===== config.mk =====
export PLATFORM = sky130hd
export DESIGN_NAME = pxr_ext_cap_regs
export DESIGN_NICKNAME = d
export VERILOG_FILES = /design/src/verilog/pxr_pkg.sv /design/src/verilog/pxr_ext_cap_regs.sv
export SDC_FILE = /design/constraint.sdc
export NUM_CORES = 1
export LEC_CHECK = 0
export ABC_AREA = 0
export BUFFER_PORTS_ARGS = -buffer_cell sky130_fd_sc_hd__buf_2
export CORE_MARGIN = 1
export CORE_UTILIZATION = 45
export DETAILED_ROUTE_END_ITERATION = 8
export GPL_TIMING_DRIVEN = 0
export PLACE_DENSITY = 0.68
export SKIP_CTS_REPAIR_TIMING = 1
export SKIP_LAST_GASP = 1
export SLEW_MARGIN = 20
export SYNTH_ARGS = -nofsm -noshare
export SYNTH_HDL_FRONTEND = slang
export SYNTH_SLANG_ARGS = --single-unit

===== constraint.sdc =====
create_clock -name mclk -period 2.75 [get_ports mclk]
set_input_delay 0.275 -clock mclk [delete_from_list [all_inputs] [get_ports mclk]]
set_output_delay 0.275 -clock mclk [all_outputs]
set_load 0.01 [all_outputs]

===== src/verilog/pxr_pkg.sv =====
// ****************************************************************
// pxr_pkg: offsets, field positions, reset values and identities
// ****************************************************************
// shared by the extended capability register bank; no process here
package pxr_pkg;
  // ***************************************
  // register offsets (byte addresses)
  // ***************************************
  localparam logic [11:0] PXR_OFS_ROOT_STAT = 12'h088;
  localparam logic [11:0] PXR_OFS_DEV_CAP2  = 12'h08c;
  localparam logic [11:0] PXR_OFS_DEV_CTL2  = 12'h090;
  localparam logic [11:0] PXR_OFS_LINK_CTL2 = 12'h098;
  localparam logic [11:0] PXR_OFS_SN_HDR    = 12'h100;
  localparam logic [11:0] PXR_OFS_SN_LOW    = 12'h104;
  localparam logic [11:0] PXR_OFS_SN_HIGH   = 12'h108;
  localparam logic [11:0] PXR_OFS_PB_HDR    = 12'h138;
  localparam logic [11:0] PXR_OFS_PB_INDEX  = 12'h13c;
  localparam logic [11:0] PXR_OFS_PB_ENTRY  = 12'h140;
  localparam logic [11:0] PXR_OFS_PB_FLAGS  = 12'h144;
  localparam logic [11:0] PXR_OFS_VC_HDR    = 12'h148;
  localparam logic [11:0] PXR_OFS_VC_CAP1   = 12'h14c;

  // ***************************************
  // capability headers: next[31:20] ver[19:16] id[15:0]
  // ***************************************
  localparam logic [31:0] PXR_SN_HDR_VAL = {12'hfb4, 4'h1, 16'h0003};
  localparam logic [31:0] PXR_PB_HDR_VAL = {12'h148, 4'h1, 16'h0004};
  localparam logic [31:0] PXR_VC_HDR_VAL = {12'h950, 4'h1, 16'h0002};
  localparam logic [2:0]  PXR_VC_EXT_CNT = 3'h0;

  // ***************************************
  // field positions
  // ***************************************
  localparam int PXR_PME_STAT_BIT = 16;
  localparam int PXR_PME_PEND_BIT = 17;
  localparam int PXR_CTO_DIS_BIT  = 4;
  localparam int PXR_ENTER_COMP   = 4;
  localparam int PXR_HW_SPD_DIS   = 5;
  localparam int PXR_SEL_DEEMPH   = 6;
  localparam int PXR_MARGIN_LSB   = 7;
  localparam int PXR_MOD_COMP     = 10;
  localparam int PXR_COMP_SOS     = 11;
  localparam int PXR_COMP_DEEMPH  = 12;
  localparam int PXR_CUR_DEEMPH   = 16;
  localparam int PXR_PB_USED_BITS = 21;
  localparam int PXR_SUBST_LSB    = 10;

  // ***************************************
  // reset values and encodings
  // ***************************************
  localparam logic [7:0] PXR_CTO_RST     = 8'h13;
  localparam logic [3:0] PXR_SPEED_2G5   = 4'h1;
  localparam logic [3:0] PXR_SPEED_5G    = 4'h2;
  localparam logic [3:0] PXR_SPEED_RST   = 4'h2;
  localparam logic       PXR_DEEMPH_6DB  = 1'b0;
  localparam logic       PXR_DEEMPH_3DB5 = 1'b1;
  localparam logic [2:0] PXR_SUBST_VAL   = 3'h0;
  localparam logic [7:0] PXR_PB_ENTRIES  = 8'h02;
  // writable masks of the read/write registers
  localparam logic [31:0] PXR_LINK2_WMASK = 32'h0000_1f9f;
  localparam logic [31:0] PXR_DEV2_WMASK  = 32'h0000_001f;
  localparam logic [31:0] PXR_INDEX_WMASK = 32'h0000_00ff;
  localparam logic [31:0] PXR_ROOT_W1C    = 32'h0001_0000;
  // identity: arbitrary neutral values, not any real part
  localparam logic [31:0] PXR_SN_LOW_RST  = 32'h0000_0001;
  localparam logic [31:0] PXR_SN_HIGH_RST = 32'h1234_5600;
endpackage


===== src/verilog/pxr_ext_cap_regs.sv =====
// extended capability register bank for a pci express function:
// root status, device control 2, link control 2, serial number,
// power budget and virtual channel headers.
// assumes one-cycle read/write strobes from the configuration core
// and a preload write port driven by the serial eeprom loader.
// Operation
// - pme status sets on pme, write-one clears
// - root status visible only in root complex mode
// - completion timeout code, bits 3:0, resets 3h
// - link control 2 only in legacy adapter mode
// - target speed 0001b 2.5GT/s, 0010b 5GT/s
// - 5GT/s: bit selects -6/-3.5dB; 2.5GT/s: -3.5dB
// - bit 11 inserts skip sets in compliance
// - bit 12 sets compliance de-emphasis via bit 4
// - modified compliance honoured only function 0 port 0
// - autonomous speed disable reserved, never blocks speedup
// - status bit 16 reports current de-emphasis
// - one shared physical 64-bit serial number
// - company id upper 24, extension lower 40
// - serial header id 0003h, ver 1, next FB4h
// - power budget header id 0004h, next 148h
// - vc header id 0002h, version 1, next 950h
// - index picks power budget dword 0 or 1
// - entry base power 7:0, scale 9:8
// - pm state 14:13, substate 12:10 zero
// - condition type in bits 17:15
// - power rail in bits 20:18
// - extended vc count reads 000b
module pxr_ext_cap_regs
  import pxr_pkg::*;
#(
  parameter logic [31:0] SN_LOW_RST  = PXR_SN_LOW_RST,
  parameter logic [31:0] SN_HIGH_RST = PXR_SN_HIGH_RST,
  parameter int          PB_ENTRIES  = 2
) (
  input  wire logic        mclk,
  input  wire logic        reset,
  // configuration access
  input  wire logic        cfg_rd,
  input  wire logic        cfg_wr,
  input  wire logic [11:0] cfg_addr,
  input  wire logic [3:0]  cfg_be,
  input  wire logic [31:0] cfg_wdata,
  output logic      [31:0] cfg_rdata,
  output logic             cfg_ack,
  // eeprom preload of read-only fields and of read/write register defaults
  input  wire logic        ee_wr,
  input  wire logic [11:0] ee_addr,
  input  wire logic [31:0] ee_wdata,
  // modes and link state
  input  wire logic        root_complex_mode,
  input  wire logic        legacy_adapter_mode,
  input  wire logic        func0_port0,
  input  wire logic        link_at_5gt,
  input  wire logic        in_poll_compliance,
  input  wire logic        pme_event,
  // controls toward the link and transaction layers
  output logic      [3:0]  cpl_timeout_code,
  output logic      [3:0]  target_speed,
  output logic             tx_deemph,
  output logic             compliance_sos,
  output logic             enter_compliance,
  output logic             enter_mod_compliance,
  output logic      [2:0]  tx_margin,
  output logic             autonomous_speed_ok
);

  // ****************************************************************
  // storage
  // ****************************************************************
  logic [31:0] root_q;
  logic [31:0] dev_cap2_q;
  logic [31:0] dev_ctl2_q;
  logic [31:0] link2_q;
  logic [63:0] serial_q;
  logic [7:0]  pb_index_q;
  logic [31:0] pb_entry_q [PB_ENTRIES];
  logic        pb_sysalloc_q;
  logic        deemph_q;
  logic        comp_by_bit4_q;
  logic [31:0] rdata_d;

  // merge a write under byte enables and a writable-bit mask
  function automatic logic [31:0] merge_wr(input logic [31:0] old,
                                           input logic [31:0] wd,
                                           input logic [3:0]  be,
                                           input logic [31:0] wm);
    logic [31:0] m;
    m = {{8{be[3]}}, {8{be[2]}}, {8{be[1]}}, {8{be[0]}}} & wm;
    return (old & ~m) | (wd & m);
  endfunction

  // keep only the defined bits of a power budget entry
  function automatic logic [31:0] pb_clean(input logic [31:0] v);
    logic [31:0] r;
    r = '0;
    r[PXR_PB_USED_BITS-1:0] = v[PXR_PB_USED_BITS-1:0];
    r[PXR_SUBST_LSB +: 3]   = PXR_SUBST_VAL;
    return r;
  endfunction

  logic wr_root;
  logic wr_link2;
  logic pb_sel_ok;
  // hidden registers swallow writes, like reserved space
  assign wr_root   = cfg_wr && cfg_addr == PXR_OFS_ROOT_STAT
                     && root_complex_mode;
  assign wr_link2  = cfg_wr && cfg_addr == PXR_OFS_LINK_CTL2
                     && legacy_adapter_mode;
  assign pb_sel_ok = pb_index_q < PXR_PB_ENTRIES;

  // a preload steers a merge only when it targets that very register,
  // so a host write in the same cycle is never fed eeprom data
  logic        ee_ctl2;
  logic        ee_link2;
  logic [31:0] link2_ee_mask;
  assign ee_ctl2  = ee_wr && ee_addr == PXR_OFS_DEV_CTL2;
  assign ee_link2 = ee_wr && ee_addr == PXR_OFS_LINK_CTL2;

  // the eeprom may also load the hardware-initialised de-emphasis bit
  always_comb begin
    link2_ee_mask                 = PXR_LINK2_WMASK;
    link2_ee_mask[PXR_SEL_DEEMPH] = 1'b1;
  end

  // ****************************************************************
  // root status
  // ****************************************************************
  // set beats clear so a pme arriving with the clear is kept
  always_ff @(posedge mclk) begin
    if (reset) begin
      root_q <= '0;
    end else begin
      if (ee_wr && ee_addr == PXR_OFS_ROOT_STAT) begin
        root_q[15:0]             <= ee_wdata[15:0];
        root_q[PXR_PME_PEND_BIT] <= ee_wdata[PXR_PME_PEND_BIT];
      end
      if (wr_root && cfg_be[2] && cfg_wdata[PXR_PME_STAT_BIT])
        root_q[PXR_PME_STAT_BIT] <= 1'b0;
      if (pme_event)
        root_q[PXR_PME_STAT_BIT] <= 1'b1;
    end
  end

  // ****************************************************************
  // device capability and control 2
  // ****************************************************************
  always_ff @(posedge mclk) begin
    if (reset) begin
      dev_cap2_q <= '0;
      dev_ctl2_q <= {28'h0, PXR_CTO_RST[3:0]};
    end else begin
      if (ee_wr && ee_addr == PXR_OFS_DEV_CAP2)
        dev_cap2_q <= {27'h0, ee_wdata[4:0]};
      if ((cfg_wr && cfg_addr == PXR_OFS_DEV_CTL2) || ee_ctl2)
        dev_ctl2_q <= merge_wr(dev_ctl2_q,
                               ee_ctl2 ? ee_wdata : cfg_wdata,
                               ee_ctl2 ? 4'hf : cfg_be,
                               PXR_DEV2_WMASK);
    end
  end

  // ****************************************************************
  // link control 2
  // ****************************************************************
  // bit 5 stays out of the writable mask, so it always reads zero
  always_ff @(posedge mclk) begin
    if (reset) begin
      link2_q <= {28'h0, PXR_SPEED_RST};
    end else if (wr_link2 || ee_link2) begin
      link2_q <= merge_wr(link2_q,
                          ee_link2 ? ee_wdata : cfg_wdata,
                          ee_link2 ? 4'hf : cfg_be,
                          ee_link2 ? link2_ee_mask
                                   : PXR_LINK2_WMASK);
    end
  end

  // remember whether compliance was entered through bit 4
  always_ff @(posedge mclk) begin
    if (reset)
      comp_by_bit4_q <= 1'b0;
    else if (!in_poll_compliance)
      comp_by_bit4_q <= link2_q[PXR_ENTER_COMP];
  end

  // de-emphasis in use; 2.5 GT/s ignores the selectable bit
  always_ff @(posedge mclk) begin
    if (reset)
      deemph_q <= PXR_DEEMPH_6DB;
    else if (in_poll_compliance && comp_by_bit4_q)
      deemph_q <= link2_q[PXR_COMP_DEEMPH];
    else if (link_at_5gt)
      deemph_q <= link2_q[PXR_SEL_DEEMPH];
    else
      deemph_q <= PXR_DEEMPH_3DB5;
  end

  // control outputs toward the link logic
  assign cpl_timeout_code     = dev_ctl2_q[3:0];
  // reserved speed codes fall back to the 5 GT/s default
  assign target_speed         = (link2_q[3:0] == PXR_SPEED_2G5) ?
                                PXR_SPEED_2G5 : PXR_SPEED_5G;
  assign tx_deemph            = deemph_q;
  assign compliance_sos       = link2_q[PXR_COMP_SOS];
  assign enter_compliance     = link2_q[PXR_ENTER_COMP];
  assign enter_mod_compliance = link2_q[PXR_MOD_COMP]
                                && func0_port0;
  assign tx_margin            = link2_q[PXR_MARGIN_LSB +: 3];
  assign autonomous_speed_ok  = 1'b1;

  // ****************************************************************
  // serial number and power budget
  // ****************************************************************
  // one copy serves every function; only the eeprom loads it
  always_ff @(posedge mclk) begin
    if (reset) begin
      serial_q <= {SN_HIGH_RST, SN_LOW_RST};
    end else if (ee_wr && ee_addr == PXR_OFS_SN_LOW) begin
      serial_q[31:0] <= ee_wdata;
    end else if (ee_wr && ee_addr == PXR_OFS_SN_HIGH) begin
      serial_q[63:32] <= ee_wdata;
    end
  end

  // host write of the index, merged under its byte enables
  logic [31:0] pb_index_w;
  assign pb_index_w = merge_wr({24'h0, pb_index_q}, cfg_wdata, cfg_be,
                               PXR_INDEX_WMASK);

  // index register; the eeprom loads entries through it as well
  always_ff @(posedge mclk) begin
    if (reset) begin
      pb_index_q <= '0;
    end else if (ee_wr && ee_addr == PXR_OFS_PB_INDEX) begin
      pb_index_q <= ee_wdata[7:0];
    end else if (cfg_wr && cfg_addr == PXR_OFS_PB_INDEX) begin
      pb_index_q <= pb_index_w[7:0];
    end
  end

  // entries are read-only to the host; fields land in place
  always_ff @(posedge mclk) begin
    if (reset) begin
      for (int i = 0; i < PB_ENTRIES; i++)
        pb_entry_q[i] <= '0;
      pb_sysalloc_q <= 1'b1;
    end else begin
      if (ee_wr && ee_addr == PXR_OFS_PB_ENTRY && pb_sel_ok)
        pb_entry_q[pb_index_q[0]] <=
          pb_clean(ee_wdata);
      if (ee_wr && ee_addr == PXR_OFS_PB_FLAGS)
        pb_sysalloc_q <= ee_wdata[0];
    end
  end

  // ****************************************************************
  // read decode and answer
  // ****************************************************************
  // unmapped and hidden offsets answer zero
  always_comb begin
    rdata_d = '0;
    case (cfg_addr)
      PXR_OFS_ROOT_STAT: if (root_complex_mode) rdata_d = root_q;
      PXR_OFS_DEV_CAP2:  rdata_d = dev_cap2_q;
      PXR_OFS_DEV_CTL2:  rdata_d = dev_ctl2_q;
      PXR_OFS_LINK_CTL2: begin
        if (legacy_adapter_mode) begin
          rdata_d = link2_q;
          rdata_d[PXR_CUR_DEEMPH] = deemph_q;
        end
      end
      PXR_OFS_SN_HDR:    rdata_d = PXR_SN_HDR_VAL;
      PXR_OFS_SN_LOW:    rdata_d = serial_q[31:0];
      PXR_OFS_SN_HIGH:   rdata_d = serial_q[63:32];
      PXR_OFS_PB_HDR:    rdata_d = PXR_PB_HDR_VAL;
      PXR_OFS_PB_INDEX:  rdata_d = {24'h0, pb_index_q};
      PXR_OFS_PB_ENTRY:  if (pb_sel_ok)
                           rdata_d = pb_entry_q[pb_index_q[0]];
      PXR_OFS_PB_FLAGS:  rdata_d = {31'h0, pb_sysalloc_q};
      PXR_OFS_VC_HDR:    rdata_d = PXR_VC_HDR_VAL;
      PXR_OFS_VC_CAP1:   rdata_d = {29'h0, PXR_VC_EXT_CNT};
      default:           rdata_d = '0;
    endcase
  end

  // answer one cycle after any strobe; writes return zero data
  always_ff @(posedge mclk) begin
    if (reset) begin
      cfg_ack   <= 1'b0;
      cfg_rdata <= '0;
    end else begin
      cfg_ack   <= cfg_rd || cfg_wr;
      cfg_rdata <= cfg_rd ? rdata_d : '0;
    end
  end

  // ****************************************************************
  // checks
  // ****************************************************************
  chk_pme_set_sticky: assert property (
    @(posedge mclk) disable iff (reset)
    pme_event |=> root_q[PXR_PME_STAT_BIT])
    else $error("pme status not set after pme event");

  chk_pme_w1c_clear: assert property (
    @(posedge mclk) disable iff (reset)
    (wr_root && cfg_be[2] && cfg_wdata[PXR_PME_STAT_BIT] && !pme_event)
    |=> !root_q[PXR_PME_STAT_BIT])
    else $error("pme status not cleared by write one");

  chk_root_hidden_zero: assert property (
    @(posedge mclk) disable iff (reset)
    (cfg_rd && cfg_addr == PXR_OFS_ROOT_STAT && !root_complex_mode)
    |=> cfg_ack && cfg_rdata == 32'h0)
    else $error("root status visible outside root complex mode");

  chk_link2_hidden_w: assert property (
    @(posedge mclk) disable iff (reset)
    (cfg_wr && cfg_addr == PXR_OFS_LINK_CTL2 && !legacy_adapter_mode
     && !ee_wr) |=> $stable(link2_q))
    else $error("link control 2 written in enhanced mode");

  chk_deemph_slow_link: assert property (
    @(posedge mclk) disable iff (reset)
    (!link_at_5gt && !in_poll_compliance)[*2]
    |-> tx_deemph == PXR_DEEMPH_3DB5)
    else $error("de-emphasis not -3.5 dB at 2.5 GT/s");

  chk_comp_deemph_sel: assert property (
    @(posedge mclk) disable iff (reset)
    (in_poll_compliance && comp_by_bit4_q)
    |=> tx_deemph == $past(link2_q[PXR_COMP_DEEMPH]))
    else $error("compliance de-emphasis not applied");

  chk_mod_comp_gate: assert property (
    @(posedge mclk) disable iff (reset)
    !func0_port0 |-> !enter_mod_compliance)
    else $error("modified compliance honoured off function 0");

  chk_hw_speed_rsvd: assert property (
    @(posedge mclk) disable iff (reset)
    wr_link2 |=> !link2_q[PXR_HW_SPD_DIS] && autonomous_speed_ok)
    else $error("hardware autonomous speed disable became set");

  chk_cur_deemph_rd: assert property (
    @(posedge mclk) disable iff (reset)
    (cfg_rd && cfg_addr == PXR_OFS_LINK_CTL2 && legacy_adapter_mode)
    |=> cfg_rdata[PXR_CUR_DEEMPH] == $past(deemph_q))
    else $error("status bit 16 differs from de-emphasis in use");

  chk_pb_range_zero: assert property (
    @(posedge mclk) disable iff (reset)
    (cfg_rd && cfg_addr == PXR_OFS_PB_ENTRY && !pb_sel_ok)
    |=> cfg_rdata == 32'h0)
    else $error("power budget index beyond two entries returned data");

  chk_vc_header_read: assert property (
    @(posedge mclk) disable iff (reset)
    (cfg_rd && cfg_addr == PXR_OFS_VC_HDR) ##1 cfg_ack
    |-> cfg_rdata == PXR_VC_HDR_VAL)
    else $error("virtual channel header wrong");

endmodule


==> summary.txt <==
Outcome
  • Status: completed

Finish
  • # diodes: 0
  • Post-route insts no fill: 1,252
  • Area delta synth->final: 19.1%
  • Final Core Density: 55.1%
  • Fillers: 1,599
  • Share of layout cells above drive strength 1: 20.4%
  • Fin nets: 1,117

STA
  • Worst Tran Pin Value: 885 ps
  • Final hold viol count: 0
  • Max Transition Viols Final: 0
  • Slew headroom: 41.0%
  • Fmax achieved: 0.374 GHz
  • Minimum clock period: 2670 ps
  • RSZ-0062 raised after global routing: false
  • Fin Hold WS: 41.7 ps
  • Period utilisation layout: 97.2%
  • Clk_skew: 7.93 ps
  • Final setup violation count: 0
  • Setup_tns: 0 ps

Critical path
  • Reg2reg setup slack: 80 ps
  • CP bufs+invs: 2
  • Critical path arrival: 2790 ps
  • Worst setup EP type: flip-flop
  • Data required time of the worst path: 2860 ps
  • Worst R2R End: pb_entry_q[1][5]$_SDFFCE_PN0P_
  • Worst path slowest cell: nor4_1
  • Worst Path Max Fanout: 18
  • Startpoint types: flip-flop
  • Crit path cell chain: nor4_1, nand2_1, nor4_2, clkbuf_2, clkbuf_2, a21o_4
  • Critical path type: flip-flop to flip-flop
  • Crit-path max cell delay: 500 ps
  • Reg2Reg Depth: 6
  • Delay-heaviest family, CP: simple AND/OR/NAND/NOR gates
  • Most frequent CP cell: clkbuf_2

Yosys
  • Synth top area cells: dfxtp_1, edfxtp_1, nand2_1, a21oi_1, mux2i_1
  • Number of synthesized flops with an enable pin: 36
  • Async set-reset flop share out of synthesis: 0%
  • #FFs+latches synth: 185
  • Synth cell types: 62
  • Ys Warns: 0
  • Syn Inst Count: 872
  • Most frequent cell after synthesis: nand2_1
  • Syn Area/Cell: 9.20 µm²
  • Mapped Area: 0.00802 mm²
  • Most common library cells after synthesis: nand2_1, dfxtp_1, a21oi_1
  • Seq/Total Area, Yosys: 50.7%
  • Area leader, netlist: dfxtp_1
  • Top_reg_cell synth: dfxtp_1
  • Post-synth top area share: 37.2%

Drt
  • DRC Markers: 0
  • Antenna Nets Post-Route: 0
  • Iter 0 DRT Violations: 737
  • Drt pass-1 iters: 5
  • Drt total wl: 25,600 µm
  • Wire per inst: 20.4 µm
  • Vias post-DR: 7,198
  • Via density: 5.75

Die
  • # IOs: 152
  • Row count: 48
  • Die Y: 136 µm
  • Starting Density: 46.2%
  • Die Footprint: 0.0184 mm²
  • Core area: 0.0174 mm²
  • Chip width: 136 µm

CTS
  • Htree depth: 4
  • Clk sinks: 185
  • Clock root buffer: clkbuf_16
  • Clock transition at the registers of the reported paths: 70 ps
  • Clock buffer count from CTS: 17
  • Clk_lat worst skew: 440 ps
  • TritonCTS clock tree: done
  • CTS max path bufs: 2

Placement
  • Final GP Congestion: 0.948
  • Post-DP HPWL: 18,200 µm
  • Inst Count DP: 1,220
  • IO Port Bufs: 122

Min path
  • Worst Hold Class: input pin to flip-flop
  • Worst Hold Endpoint: tx_deemph$_SDFF_PP0_
  • Hold path start: link_at_5gt
  • Worst hold path stage count: 2

Run
  • Max cap viols: 0

Global routing
  • Tot GR Track Use: 28.4%
  • Initial antenna violation count: 0
  • Grt total ovfl: 0
  • Vias in the first global route: 6,713
  • First-pass GRT wire length: 38,500 µm
  • Pin count of the biggest net entering global routing: 19

Pwr
  • IR drop worst, VDD: 0.420 mV
  • Lkg Pwr: 3.82 nW
  • PwrDens: 585 mW/mm²
[cell type report]
class | instances | area [µm²] | area share [%]
flip-flops and latches | 185 | 4060 | 42.5
clock buffers | 18 | 429 | 4.49
multi-input cells | 605 | 3610 | 37.7
inverters | 5 | 18.8 | 0.196
clock inverters | 14 | 173 | 1.81
repair buffers | 122 | 611 | 6.39
plain buffers | 78 | 373 | 3.90
well taps | 225 | 282 | 2.95
[report_power, final]
group,internal (W),total (W),switching (W)
Combinational,0.0000923,0.000272,0.000180
Clock,0.00143,0.00253,0.00110
Sequential,0.00278,0.00279,0.00000783
[logic make-up after synthesis]
kind of cell           count (synthesis)  share of synthesized area, %
DFF                                  185                          50.7
other                                  2                        0.0936
buffers and inverters                 83                          4.85
AOI/OAI and AO/OA                    191                          15.5
muxes                                 60                          7.72
and+or+nand+nor                      351                          21.2
[metal layers]
metal	share of wire, %	vias up	global-route usage [%]
met5	0	-	0
met4	2.4	0	10.5
met3	7.3	55	5.16
met2	47	334	45.7
met1	44	3432	38.0
li1	-	3377	-
[cells in the final DEF (no fill, tap or decap), types with 3 or more instances in the layout]
cell type	n
buf_6	3
conb_1	3
nor4b_1	3
nand3_1	22
clkbuf_16	17
nor3_1	8
nor2b_1	9
and2_1	22
a21oi_1	92
nand2_1	161
bufinv_16	3
clkinvlp_4	4
buf_2	133
mux2i_1	45
o21ai_0	9
inv_1	4
a211oi_1	19
nor4bb_1	3
clkinv_4	3
a22oi_1	26
edfxtp_1	36
a31oi_1	7
nor4_1	3
buf_4	11
mux2_2	15
dfxtp_1	149
and3_1	26
nand4_1	8
nor2_1	61
nand2b_1	3
a222oi_1	14
clkbuf_1	50
[how the worst max path moves through the flow]
stage | to | slack [ps] | cells past startpoint
final | pb_entry_q[1][5]$_SDFFCE_PN0P_ | 80 | 6
after global routing | pb_entry_q[1][14]$_SDFFCE_PN0P_ | 20 | 6
after global placement | pb_entry_q[1][6]$_SDFFCE_PN0P_ | -670 | 7
after floorplan | pb_entry_q[1][0]$_SDFFCE_PN0P_ | 400 | 6
after CTS | pb_entry_q[1][14]$_SDFFCE_PN0P_ | -630 | 6
after detailed placement | pb_entry_q[1][6]$_SDFFCE_PN0P_ | -660 | 7
[through the flow]
step	setup slack (ps)	cell area, µm²	power [W]
2_1_floorplan	403	8030	0.00297
3_3_place_gp	-668	8920	0.00311
3_5_place_dp	-662	8920	0.00312
4_1_cts	-634	9530	0.00560
5_1_grt	23.4	9560	0.00572
6_report	75.7	9560	0.00559
No activity file was read; power rests on OpenSTA's default activity.
